[src/common/ccis_pkg.sv]
// Shared constants of the card coupler alert and select block
package ccis_pkg;

    // ****************************************
    // Register map (byte addresses)
    // ****************************************
    localparam logic [7:0] CTRL_OFS   = 8'h00;
    localparam logic [7:0] EVENT_OFS  = 8'h04;
    localparam logic [7:0] MASK_OFS   = 8'h08;
    localparam logic [7:0] STATE_OFS  = 8'h0C;

    // ****************************************
    // Control fields
    // ****************************************
    localparam int CTRL_CLK_RUN  = 0;
    localparam int CTRL_STOP_LVL = 1;
    localparam int CTRL_IDLE_EN  = 2;
    localparam int CTRL_W        = 3;
    localparam logic [2:0] CTRL_RST = 3'h1;

    // ****************************************
    // Event and mask fields (same layout)
    // ****************************************
    localparam int EV_CARD     = 0;
    localparam int EV_OVERLOAD = 1;
    localparam int EV_SUPPLY   = 2;
    localparam int EV_BATTERY  = 3;
    localparam int EV_W        = 4;
    localparam logic [3:0] EVENT_RST = 4'h0;
    localparam logic [3:0] MASK_RST  = 4'h0;

    // ****************************************
    // Live state fields
    // ****************************************
    localparam int ST_CARD    = 0;
    localparam int ST_SUPPLY  = 1;
    localparam int ST_IDLE    = 2;
    localparam int ST_SEL     = 3;
    localparam int ST_SFAULT  = 4;
    localparam int ST_BFAULT  = 5;
    localparam int ST_ALERT   = 6;
    localparam int ST_W       = 7;

    // ****************************************
    // Synchronised pin bundle positions
    // ****************************************
    localparam int PIN_SEL_N  = 0;
    localparam int PIN_SUP_EN = 1;
    localparam int PIN_DET    = 2;
    localparam int PIN_OVLD   = 3;
    localparam int PIN_S_OV   = 4;
    localparam int PIN_S_UV   = 5;
    localparam int PIN_B_OV   = 6;
    localparam int PIN_B_UV   = 7;
    localparam int PIN_DATA   = 8;
    localparam int PIN_RST    = 9;
    localparam int PIN_W      = 10;

    // ****************************************
    // Card clock divider default
    // ****************************************
    localparam int CLK_DIV_DEF = 2;

    typedef enum logic [2:0] {
        PW_OFF  = 3'b001,
        PW_ON   = 3'b010,
        PW_IDLE = 3'b100
    } ccis_pw_t;

endpackage

[src/hw/ccis_sync.sv]
// Two-stage synchroniser for a bundle of pin inputs
`timescale 1ns/100ps
module ccis_sync #(
    parameter int W = 1
) (
    // Clock and reset
    input  wire logic         pclk,
    input  wire logic         presetn,
    // Data
    input  wire logic [W-1:0] din,
    output logic      [W-1:0] dout
);

    logic [W-1:0] meta_q;
    logic [W-1:0] meta_d;
    logic [W-1:0] dout_d;

    always_comb begin
        meta_d = din;
        dout_d = meta_q;
    end

    // Inputs settle at zero, a card-deselected state is set in the caller
    always_ff @(posedge pclk or negedge presetn) begin
        if (!presetn) begin
            meta_q <= '0;
            dout   <= '0;
        end else begin
            meta_q <= meta_d;
            dout   <= dout_d;
        end
    end

endmodule

[src/hw/ccis_top.sv]
// Alert, status feedback and select control of a card coupler
`timescale 1ns/100ps

module ccis_top #(
    parameter int CLK_DIV = ccis_pkg::CLK_DIV_DEF
) (
    // APB clock and reset
    input  wire logic        pclk,
    input  wire logic        presetn,
    // APB slave
    input  wire logic        psel,
    input  wire logic        penable,
    input  wire logic        pwrite,
    input  wire logic [7:0]  paddr,
    input  wire logic [31:0] pwdata,
    output logic      [31:0] prdata,
    output logic             pready,
    output logic             pslverr,
    // Host side pins
    input  wire logic        unit_select_n,
    input  wire logic        supply_enable,
    input  wire logic        host_data_in,
    input  wire logic        host_reset_n,
    output logic             host_alert_n,
    output logic             status_out,
    // Card side pins and analog monitors
    input  wire logic        card_detect_input,
    input  wire logic        supply_overload,
    input  wire logic        supply_over_v,
    input  wire logic        supply_under_v,
    input  wire logic        battery_over_v,
    input  wire logic        battery_under_v,
    output logic             card_supply,
    output logic             card_clock_out,
    output logic             card_data_line,
    output logic             card_reset_line,
    output logic             host_inputs_active,
    output logic             low_power_idle,
    output logic             irq
);

    // ****************************************
    // Pin synchronisation
    // ****************************************
    logic [ccis_pkg::PIN_W-1:0] pin_raw;
    logic [ccis_pkg::PIN_W-1:0] pin_s;

    always_comb begin
        pin_raw = '0;
        pin_raw[ccis_pkg::PIN_SEL_N]  = ~unit_select_n;
        pin_raw[ccis_pkg::PIN_SUP_EN] = supply_enable;
        pin_raw[ccis_pkg::PIN_DET]    = card_detect_input;
        pin_raw[ccis_pkg::PIN_OVLD]   = supply_overload;
        pin_raw[ccis_pkg::PIN_S_OV]   = supply_over_v;
        pin_raw[ccis_pkg::PIN_S_UV]   = supply_under_v;
        pin_raw[ccis_pkg::PIN_B_OV]   = battery_over_v;
        pin_raw[ccis_pkg::PIN_B_UV]   = battery_under_v;
        pin_raw[ccis_pkg::PIN_DATA]   = host_data_in;
        pin_raw[ccis_pkg::PIN_RST]    = ~host_reset_n;
    end

    // Select and reset are inverted so that a reset value of zero means idle
    ccis_sync #(
        .W (ccis_pkg::PIN_W)
    ) u_sync (
        .pclk    (pclk),
        .presetn (presetn),
        .din     (pin_raw),
        .dout    (pin_s)
    );

    logic sel;
    logic sup_en;
    logic det;
    logic ovld;
    logic sfault;
    logic bfault;

    always_comb begin
        sel    = pin_s[ccis_pkg::PIN_SEL_N];
        sup_en = pin_s[ccis_pkg::PIN_SUP_EN];
        det    = pin_s[ccis_pkg::PIN_DET];
        ovld   = pin_s[ccis_pkg::PIN_OVLD];
        sfault = pin_s[ccis_pkg::PIN_S_OV] | pin_s[ccis_pkg::PIN_S_UV];
        bfault = pin_s[ccis_pkg::PIN_B_OV] | pin_s[ccis_pkg::PIN_B_UV];
    end

    // ****************************************
    // Edge history
    // ****************************************
    logic sel_q;
    logic sel_d;
    logic sup_en_q;
    logic sup_en_d;
    logic det_q;
    logic det_d;
    logic ovld_q;
    logic ovld_d;
    logic sfault_q;
    logic sfault_d;
    logic bfault_q;
    logic bfault_d;

    always_comb begin
        sel_d    = sel;
        sup_en_d = sup_en;
        det_d    = det;
        ovld_d   = ovld;
        sfault_d = sfault;
        bfault_d = bfault;
    end

    always_ff @(posedge pclk or negedge presetn) begin
        if (!presetn) begin
            sel_q    <= 1'b0;
            sup_en_q <= 1'b0;
            det_q    <= 1'b0;
            ovld_q   <= 1'b0;
            sfault_q <= 1'b0;
            bfault_q <= 1'b0;
        end else begin
            sel_q    <= sel_d;
            sup_en_q <= sup_en_d;
            det_q    <= det_d;
            ovld_q   <= ovld_d;
            sfault_q <= sfault_d;
            bfault_q <= bfault_d;
        end
    end

    logic card_evt;
    logic ovld_evt;
    logic alert_clr;
    logic sup_rise;

    always_comb begin
        card_evt  = det ^ det_q;
        ovld_evt  = ovld & ~ovld_q;
        // Enable edges only count while selected
        sup_rise  = sel & sup_en & ~sup_en_q;
        alert_clr = (sel_q & ~sel) | sup_rise;
    end

    // ****************************************
    // Power state
    // ****************************************
    ccis_pkg::ccis_pw_t pw_q;
    ccis_pkg::ccis_pw_t pw_d;
    logic [ccis_pkg::CTRL_W-1:0] ctrl_q;

    always_comb begin
        pw_d = pw_q;
        unique case (pw_q)
            ccis_pkg::PW_OFF: begin
                if (sup_rise && !bfault) begin
                    pw_d = ccis_pkg::PW_ON;
                end else if (!sel && ctrl_q[ccis_pkg::CTRL_IDLE_EN] && !det) begin
                    pw_d = ccis_pkg::PW_IDLE;
                end
            end
            ccis_pkg::PW_ON: begin
                // Deselected enable changes leave the converter running
                if (bfault) begin
                    pw_d = ccis_pkg::PW_OFF;
                end else if (sel && !sup_en) begin
                    pw_d = ccis_pkg::PW_OFF;
                end
            end
            ccis_pkg::PW_IDLE: begin
                if (sel || (det && !det_q)) begin
                    pw_d = ccis_pkg::PW_OFF;
                end
            end
        endcase
    end

    always_ff @(posedge pclk or negedge presetn) begin
        if (!presetn) begin
            pw_q <= ccis_pkg::PW_OFF;
        end else begin
            pw_q <= pw_d;
        end
    end

    // ****************************************
    // Host data and reset hold
    // ****************************************
    logic data_q;
    logic data_d;
    logic crst_q;
    logic crst_d;

    always_comb begin
        data_d = data_q;
        crst_d = crst_q;
        if (sel) begin
            data_d = pin_s[ccis_pkg::PIN_DATA];
            crst_d = pin_s[ccis_pkg::PIN_RST];
        end
        // Deselected: both keep the last sampled level
    end

    always_ff @(posedge pclk or negedge presetn) begin
        if (!presetn) begin
            data_q <= 1'b1;
            // Zero request keeps the card reset line at its idle high level
            crst_q <= 1'b0;
        end else begin
            data_q <= data_d;
            crst_q <= crst_d;
        end
    end

    // ****************************************
    // Card clock divider
    // ****************************************
    logic [7:0] div_q;
    logic [7:0] div_d;
    logic       cclk_q;
    logic       cclk_d;

    always_comb begin
        div_d  = div_q;
        cclk_d = cclk_q;
        if (pw_q == ccis_pkg::PW_IDLE) begin
            div_d  = '0;
            cclk_d = 1'b0;
        end else if (!ctrl_q[ccis_pkg::CTRL_CLK_RUN]) begin
            div_d  = '0;
            cclk_d = ctrl_q[ccis_pkg::CTRL_STOP_LVL];
        end else if (div_q == 8'(CLK_DIV - 1)) begin
            div_d  = '0;
            cclk_d = ~cclk_q;
        end else begin
            div_d = div_q + 8'h01;
        end
    end

    always_ff @(posedge pclk or negedge presetn) begin
        if (!presetn) begin
            div_q  <= 8'h00;
            cclk_q <= 1'b0;
        end else begin
            div_q  <= div_d;
            cclk_q <= cclk_d;
        end
    end

    // ****************************************
    // Alert, events and APB registers
    // ****************************************
    logic                         alert_q;
    logic                         alert_d;
    logic                         src_card_q;
    logic                         src_card_d;
    logic [ccis_pkg::EV_W-1:0]    ev_q;
    logic [ccis_pkg::EV_W-1:0]    ev_d;
    logic [ccis_pkg::EV_W-1:0]    ev_set;
    logic [ccis_pkg::EV_W-1:0]    mask_q;
    logic [ccis_pkg::EV_W-1:0]    mask_d;
    logic [ccis_pkg::CTRL_W-1:0]  ctrl_d;
    logic [ccis_pkg::ST_W-1:0]    state_v;
    logic                         monitor_on;
    logic                         acc;
    logic                         wr;
    logic                         rd;
    logic                         hit;
    logic [31:0]                  rdata;
    logic                         pready_d;
    logic [31:0]                  prdata_d;
    logic                         pslverr_d;
    logic                         stat_d;

    function automatic logic map_hit(input logic [7:0] a);
        map_hit = (a == ccis_pkg::CTRL_OFS) || (a == ccis_pkg::EVENT_OFS) ||
                  (a == ccis_pkg::MASK_OFS) || (a == ccis_pkg::STATE_OFS);
    endfunction

    always_comb begin
        // Supply sensing sleeps in idle, battery sensing never does
        monitor_on = (pw_q != ccis_pkg::PW_IDLE);
        ev_set = '0;
        ev_set[ccis_pkg::EV_CARD]     = card_evt;
        ev_set[ccis_pkg::EV_OVERLOAD] = ovld_evt & monitor_on;
        ev_set[ccis_pkg::EV_SUPPLY]   = sfault & ~sfault_q & monitor_on;
        ev_set[ccis_pkg::EV_BATTERY]  = bfault & ~bfault_q;

        // Alert sets win over a clear in the same cycle
        alert_d = alert_q;
        if (alert_clr) begin
            alert_d = 1'b0;
        end
        if (card_evt || ev_set[ccis_pkg::EV_OVERLOAD]) begin
            alert_d = 1'b1;
        end
        src_card_d = src_card_q;
        if (card_evt) begin
            src_card_d = 1'b1;
        end else if (ev_set[ccis_pkg::EV_OVERLOAD]) begin
            src_card_d = 1'b0;
        end

        // Status pin: event source first, then general health
        if (alert_q && src_card_q) begin
            stat_d = det;
        end else if (alert_q) begin
            stat_d = ~ovld;
        end else begin
            stat_d = ~(sfault | bfault) & ~ovld;
        end

        state_v = '0;
        state_v[ccis_pkg::ST_CARD]   = det;
        state_v[ccis_pkg::ST_SUPPLY] = (pw_q == ccis_pkg::PW_ON);
        state_v[ccis_pkg::ST_IDLE]   = (pw_q == ccis_pkg::PW_IDLE);
        state_v[ccis_pkg::ST_SEL]    = sel;
        state_v[ccis_pkg::ST_SFAULT] = sfault;
        state_v[ccis_pkg::ST_BFAULT] = bfault;
        state_v[ccis_pkg::ST_ALERT]  = alert_q;

        acc = psel & penable;
        hit = map_hit(paddr);
        wr  = acc & pready & pwrite & hit;
        rd  = acc & ~pready & ~pwrite;

        rdata = 32'h0000_0000;
        unique case (paddr)
            ccis_pkg::CTRL_OFS:  rdata[ccis_pkg::CTRL_W-1:0] = ctrl_q;
            ccis_pkg::EVENT_OFS: rdata[ccis_pkg::EV_W-1:0]   = ev_q;
            ccis_pkg::MASK_OFS:  rdata[ccis_pkg::EV_W-1:0]   = mask_q;
            ccis_pkg::STATE_OFS: rdata[ccis_pkg::ST_W-1:0]   = state_v;
            default:             rdata = 32'h0000_0000;
        endcase

        ctrl_d = ctrl_q;
        mask_d = mask_q;
        ev_d   = ev_q;
        if (wr && paddr == ccis_pkg::CTRL_OFS) begin
            ctrl_d = pwdata[ccis_pkg::CTRL_W-1:0];
        end
        if (wr && paddr == ccis_pkg::MASK_OFS) begin
            mask_d = pwdata[ccis_pkg::EV_W-1:0];
        end
        if (wr && paddr == ccis_pkg::EVENT_OFS) begin
            ev_d = ev_q & ~pwdata[ccis_pkg::EV_W-1:0];
        end
        ev_d = ev_d | ev_set;

        // One wait state: answer on the second access cycle
        pready_d  = acc & ~pready;
        prdata_d  = rd ? rdata : prdata;
        pslverr_d = acc & ~pready & ~hit;
    end

    always_ff @(posedge pclk or negedge presetn) begin
        if (!presetn) begin
            alert_q    <= 1'b0;
            src_card_q <= 1'b0;
            ctrl_q     <= ccis_pkg::CTRL_RST;
            mask_q     <= ccis_pkg::MASK_RST;
            ev_q       <= ccis_pkg::EVENT_RST;
            pready     <= 1'b0;
            prdata     <= 32'h0000_0000;
            pslverr    <= 1'b0;
        end else begin
            alert_q    <= alert_d;
            src_card_q <= src_card_d;
            ctrl_q     <= ctrl_d;
            mask_q     <= mask_d;
            ev_q       <= ev_d;
            pready     <= pready_d;
            prdata     <= prdata_d;
            pslverr    <= pslverr_d;
        end
    end

    // ****************************************
    // Output registers
    // ****************************************
    always_ff @(posedge pclk or negedge presetn) begin
        if (!presetn) begin
            host_alert_n       <= 1'b1;
            status_out         <= 1'b1;
            card_supply        <= 1'b0;
            card_clock_out     <= 1'b0;
            card_data_line     <= 1'b1;
            card_reset_line    <= 1'b1;
            host_inputs_active <= 1'b0;
            low_power_idle     <= 1'b0;
            irq                <= 1'b0;
        end else begin
            // Alert drives its own pin and picks the source of the status pin
            host_alert_n       <= ~alert_d;
            status_out         <= stat_d;
            card_supply        <= (pw_d == ccis_pkg::PW_ON);
            card_clock_out     <= cclk_d;
            card_data_line     <= data_d;
            card_reset_line    <= ~crst_d;
            host_inputs_active <= sel;
            low_power_idle     <= (pw_d == ccis_pkg::PW_IDLE);
            irq                <= |(ev_d & mask_d);
        end
    end

endmodule

[config.mk]
export PLATFORM = sky130hd
export DESIGN_NAME = ccis_top
export DESIGN_NICKNAME = d
export VERILOG_FILES = /design/src/common/ccis_pkg.sv /design/src/hw/ccis_sync.sv /design/src/hw/ccis_top.sv
export SDC_FILE = /design/constraint.sdc
export NUM_CORES = 1
export LEC_CHECK = 0
export ABC_AREA = 1
export BUFFER_PORTS_ARGS = -buffer_cell sky130_fd_sc_hd__buf_2
export CORE_AREA = 5 5 92 94
export DETAILED_ROUTE_END_ITERATION = 10
export DIE_AREA = 0 0 97 99
export HOLD_SLACK_MARGIN = 0.02
export SYNTH_ARGS = -nofsm -noshare
export SYNTH_HDL_FRONTEND = slang
export SYNTH_SLANG_ARGS = --single-unit
[constraint.sdc]
create_clock -name pclk -period 1.7 [get_ports pclk]
set_clock_uncertainty 0.05 [all_clocks]
set_input_delay 0.425 -clock pclk [delete_from_list [all_inputs] [get_ports pclk]]
set_output_delay 0.425 -clock pclk [all_outputs]
set_load 0.02 [all_outputs]
==> flow_summary.json <==
{
  "status": "finished clean",
  "setup_viol": 0,
  "post_dp_cell_area_um2": 3220,
  "rsz0062_at_grt": "no",
  "crit-reg2reg-launch": "u_sync.dout[7]",
  "worst_r2r_path_depth": 7,
  "synthDominantCellAreaShare": 0.529,
  "synth.area.top_cells": "dfrtp_1 53%, nand2_1 10%, buf_4 6.7%",
  "synth_ff_type": "dfrtp_1",
  "rows": 32,
  "clk_pin_slew_worst_paths_ns": 0.07,
  "preCtsSetupSlack_ns": 0.0500,
  "grt_overflow": 0,
  "fp.dieW_um": 97,
  "synth_edf_count": 0,
  "start_kind": "flop",
  "post_cts_buffers": 0,
  "seqCellArea_um2": 1710,
  "ctsResizeCount": 0,
  "drive_above_1_share": 0.264,
  "synthArstFlopShare": 1.00,
  "reg2reg_to": "low_power_idle",
  "final_max_slew_viol_count": 0,
  "path_class": "flop to output pin",
  "grt_usage": 0.116,
  "insertion_delay_ns": 0.34,
  "crit_path_top_delay_cell": "dfstp_2",
  "cpLargestDelayFamily": "flip-flops",
  "leakage_nw": 1.79,
  "gp_congestion": 0.750,
  "initial_core_util": 0.387,
  "syn_inst": 307,
  "multi_input_area_um2": 1000,
  "p_total_mw": 3.71,
  "end_kind": "output pin",
  "ios": 98,
  "maxCapViolCount": 0,
  "min_path_type": "input pin to asynchronous set/reset pin",
  "fin_crit_sh": 0.881,
  "final_cell_area_um2": 3450,
  "die_h_um": 99,
  "numPlacedInstances": 454,
  "period_minus_slack_ns": 1.50,
  "crit_fanout": 2,
  "yosysTopAreaCell": "dfrtp_1",
  "grt_max_degree": 69,
  "final_cells": 470,
  "whs_ns": 0.0337,
  "holdBufCountCts": 0,
  "fmax_mhz": 668,
  "ant_nets": 0,
  "synth_cell_types": 32,
  "hold_violations": 0,
  "grt_pass1_vias": 2074,
  "cp-startpoint": "card_data_line",
  "slowest_delay_ns": 0.53,
  "p_per_area_nw_per_um2": 1080,
  "routedWlPerCell_um": 11.4,
  "nFillCells": 743,
  "ctsLongestPathBuffers": 2,
  "antenna_found_initial": 1,
  "yosys_warnings": 0,
  "coreArea_um2": 7570,
  "antenna_cells": 0,
  "fin_nets": 421,
  "root_buffer": "clkbuf_8",
  "crit_end": "card_data_line",
  "cts_htree_levels": 3,
  "post-route-util": 0.456,
  "cp.required_ns": 1.22,
  "max-vdd-ir-drop_v": 0.000741,
  "drtIter0Drc": 76,
  "finalSetupTns_ns": 0,
  "critPathBufInv": 1,
  "path_cells": "buf_2",
  "clock-sinks": 68,
  "wirelength_um": 5360,
  "vias": 2056,
  "synthToLayoutAreaGrowth_pct": 17.7,
  "synth_seq_cells": 68,
  "setup_ws_ns": 0.203,
  "ys_seq_area_frac": 0.583,
  "avgViaCountPerCell": 4.37,
  "syn_avg_cell_area_um2": 9.54,
  "numPortBuffers": 44,
  "syn-cell-area_um2": 2930,
  "numCtsBuffers": 9,
  "path_depth": 1,
  "arrival_ns": 1.02,
  "first_pass_iters": 4,
  "cts_tree": "yes",
  "dpl.hpwl_um": 3900,
  "drcViolationCount": 0,
  "ff2ff_setup_slack_ns": 0.27,
  "grt_pass1_wl_um": 8930,
  "die_area_um2": 9600
}
==> placed cells by master (no fill, tap or decap), drive strengths merged <==
cell type,synthesis,routed
bufinv,0,2
nand4,1,1
or2,3,3
nor3,5,5
clkinvlp,0,1
a211oi,1,1
ha,3,3
a21oi,5,5
clkbuf,0,12
dfstp,6,6
nor2,33,33
nand3,21,21
nand3b,1,1
a31oi,2,2
inv,30,30
o21a,1,1
dfrtp,62,62
xnor2,1,1
a21boi,1,1
clkinv,1,2
o21ai,15,15
buf,26,47
conb,1,25
nor4,1,1
nand2,87,87
==> cells by family after synthesis <==
group | share of synthesized area
XOR/XNOR | 0.00299
AND/OR/NAND/NOR | 0.241
flip-flops | 0.583
other | 0.00128
buffers and inverters | 0.106
AO/OA/AOI/OAI | 0.0521
adder cells (fa/ha/maj) | 0.0128
==> power by group <==
part | internal (mW) | switching, mW
clock network | 0.904 | 0.578
registers | 1.73 | 0.0671
logic | 0.140 | 0.290
total | 2.78 | 0.935
==> registers in the layout, summed over array words and instances, names as in the netlist, 3 cells and up <==
| signal | cells |
|---|---|
| ev_q | 4 |
| u_sync.dout_d | 10 |
| pw_q | 3 |
| prdata | 7 |
| div_q | 8 |
| mask_q | 4 |
| ctrl_q | 3 |
| u_sync.dout | 10 |
==> worst min path at each step <==
stage | from | end | cells after the start
after floorplan | presetn | alert_q | 0
after global placement | u_sync.dout_d[6] | u_sync.dout[6] | 0
after detailed placement | u_sync.dout_d[3] | u_sync.dout[3] | 0
after CTS | presetn | u_sync.dout_d[9] | 2
after global routing | presetn | u_sync.dout_d[7] | 2
final | presetn | u_sync.dout_d[9] | 2
==> layout make-up <==
cell class	instances	share of cell area
tap	102	0.0370
clock buffer	12	0.0450
sequential	68	0.496
inverter	31	0.0337
clock inverter	4	0.0210
multi-input combinational	206	0.290
timing repair buffer	47	0.0776
==> layer usage <==
metal,up-vias,routed length (um),track usage,part of all wire
met3,10,347,0.0333,0.065
met5,-,7,0,0.0013
met1,963,2220,0.128,0.41
met2,55,2680,0.201,0.50
met4,2,99,0.0637,0.018
li1,1026,-,-,-
==> synthesized netlist by cell type, types with 2 or more instances <==
library cell / count
inv_1: 26
inv_2: 4
buf_4: 26
nor3_1: 3
o21ai_1: 3
nand2_1: 79
ha_1: 3
or2_2: 3
nor2_4: 3
nor2_2: 3
dfrtp_1: 62
dfstp_2: 6
nor2_1: 26
nand2_2: 8
nand3_1: 20
a31oi_2: 2
o21ai_0: 12
a21oi_1: 4
No activity file was read; power rests on OpenSTA's default activity.
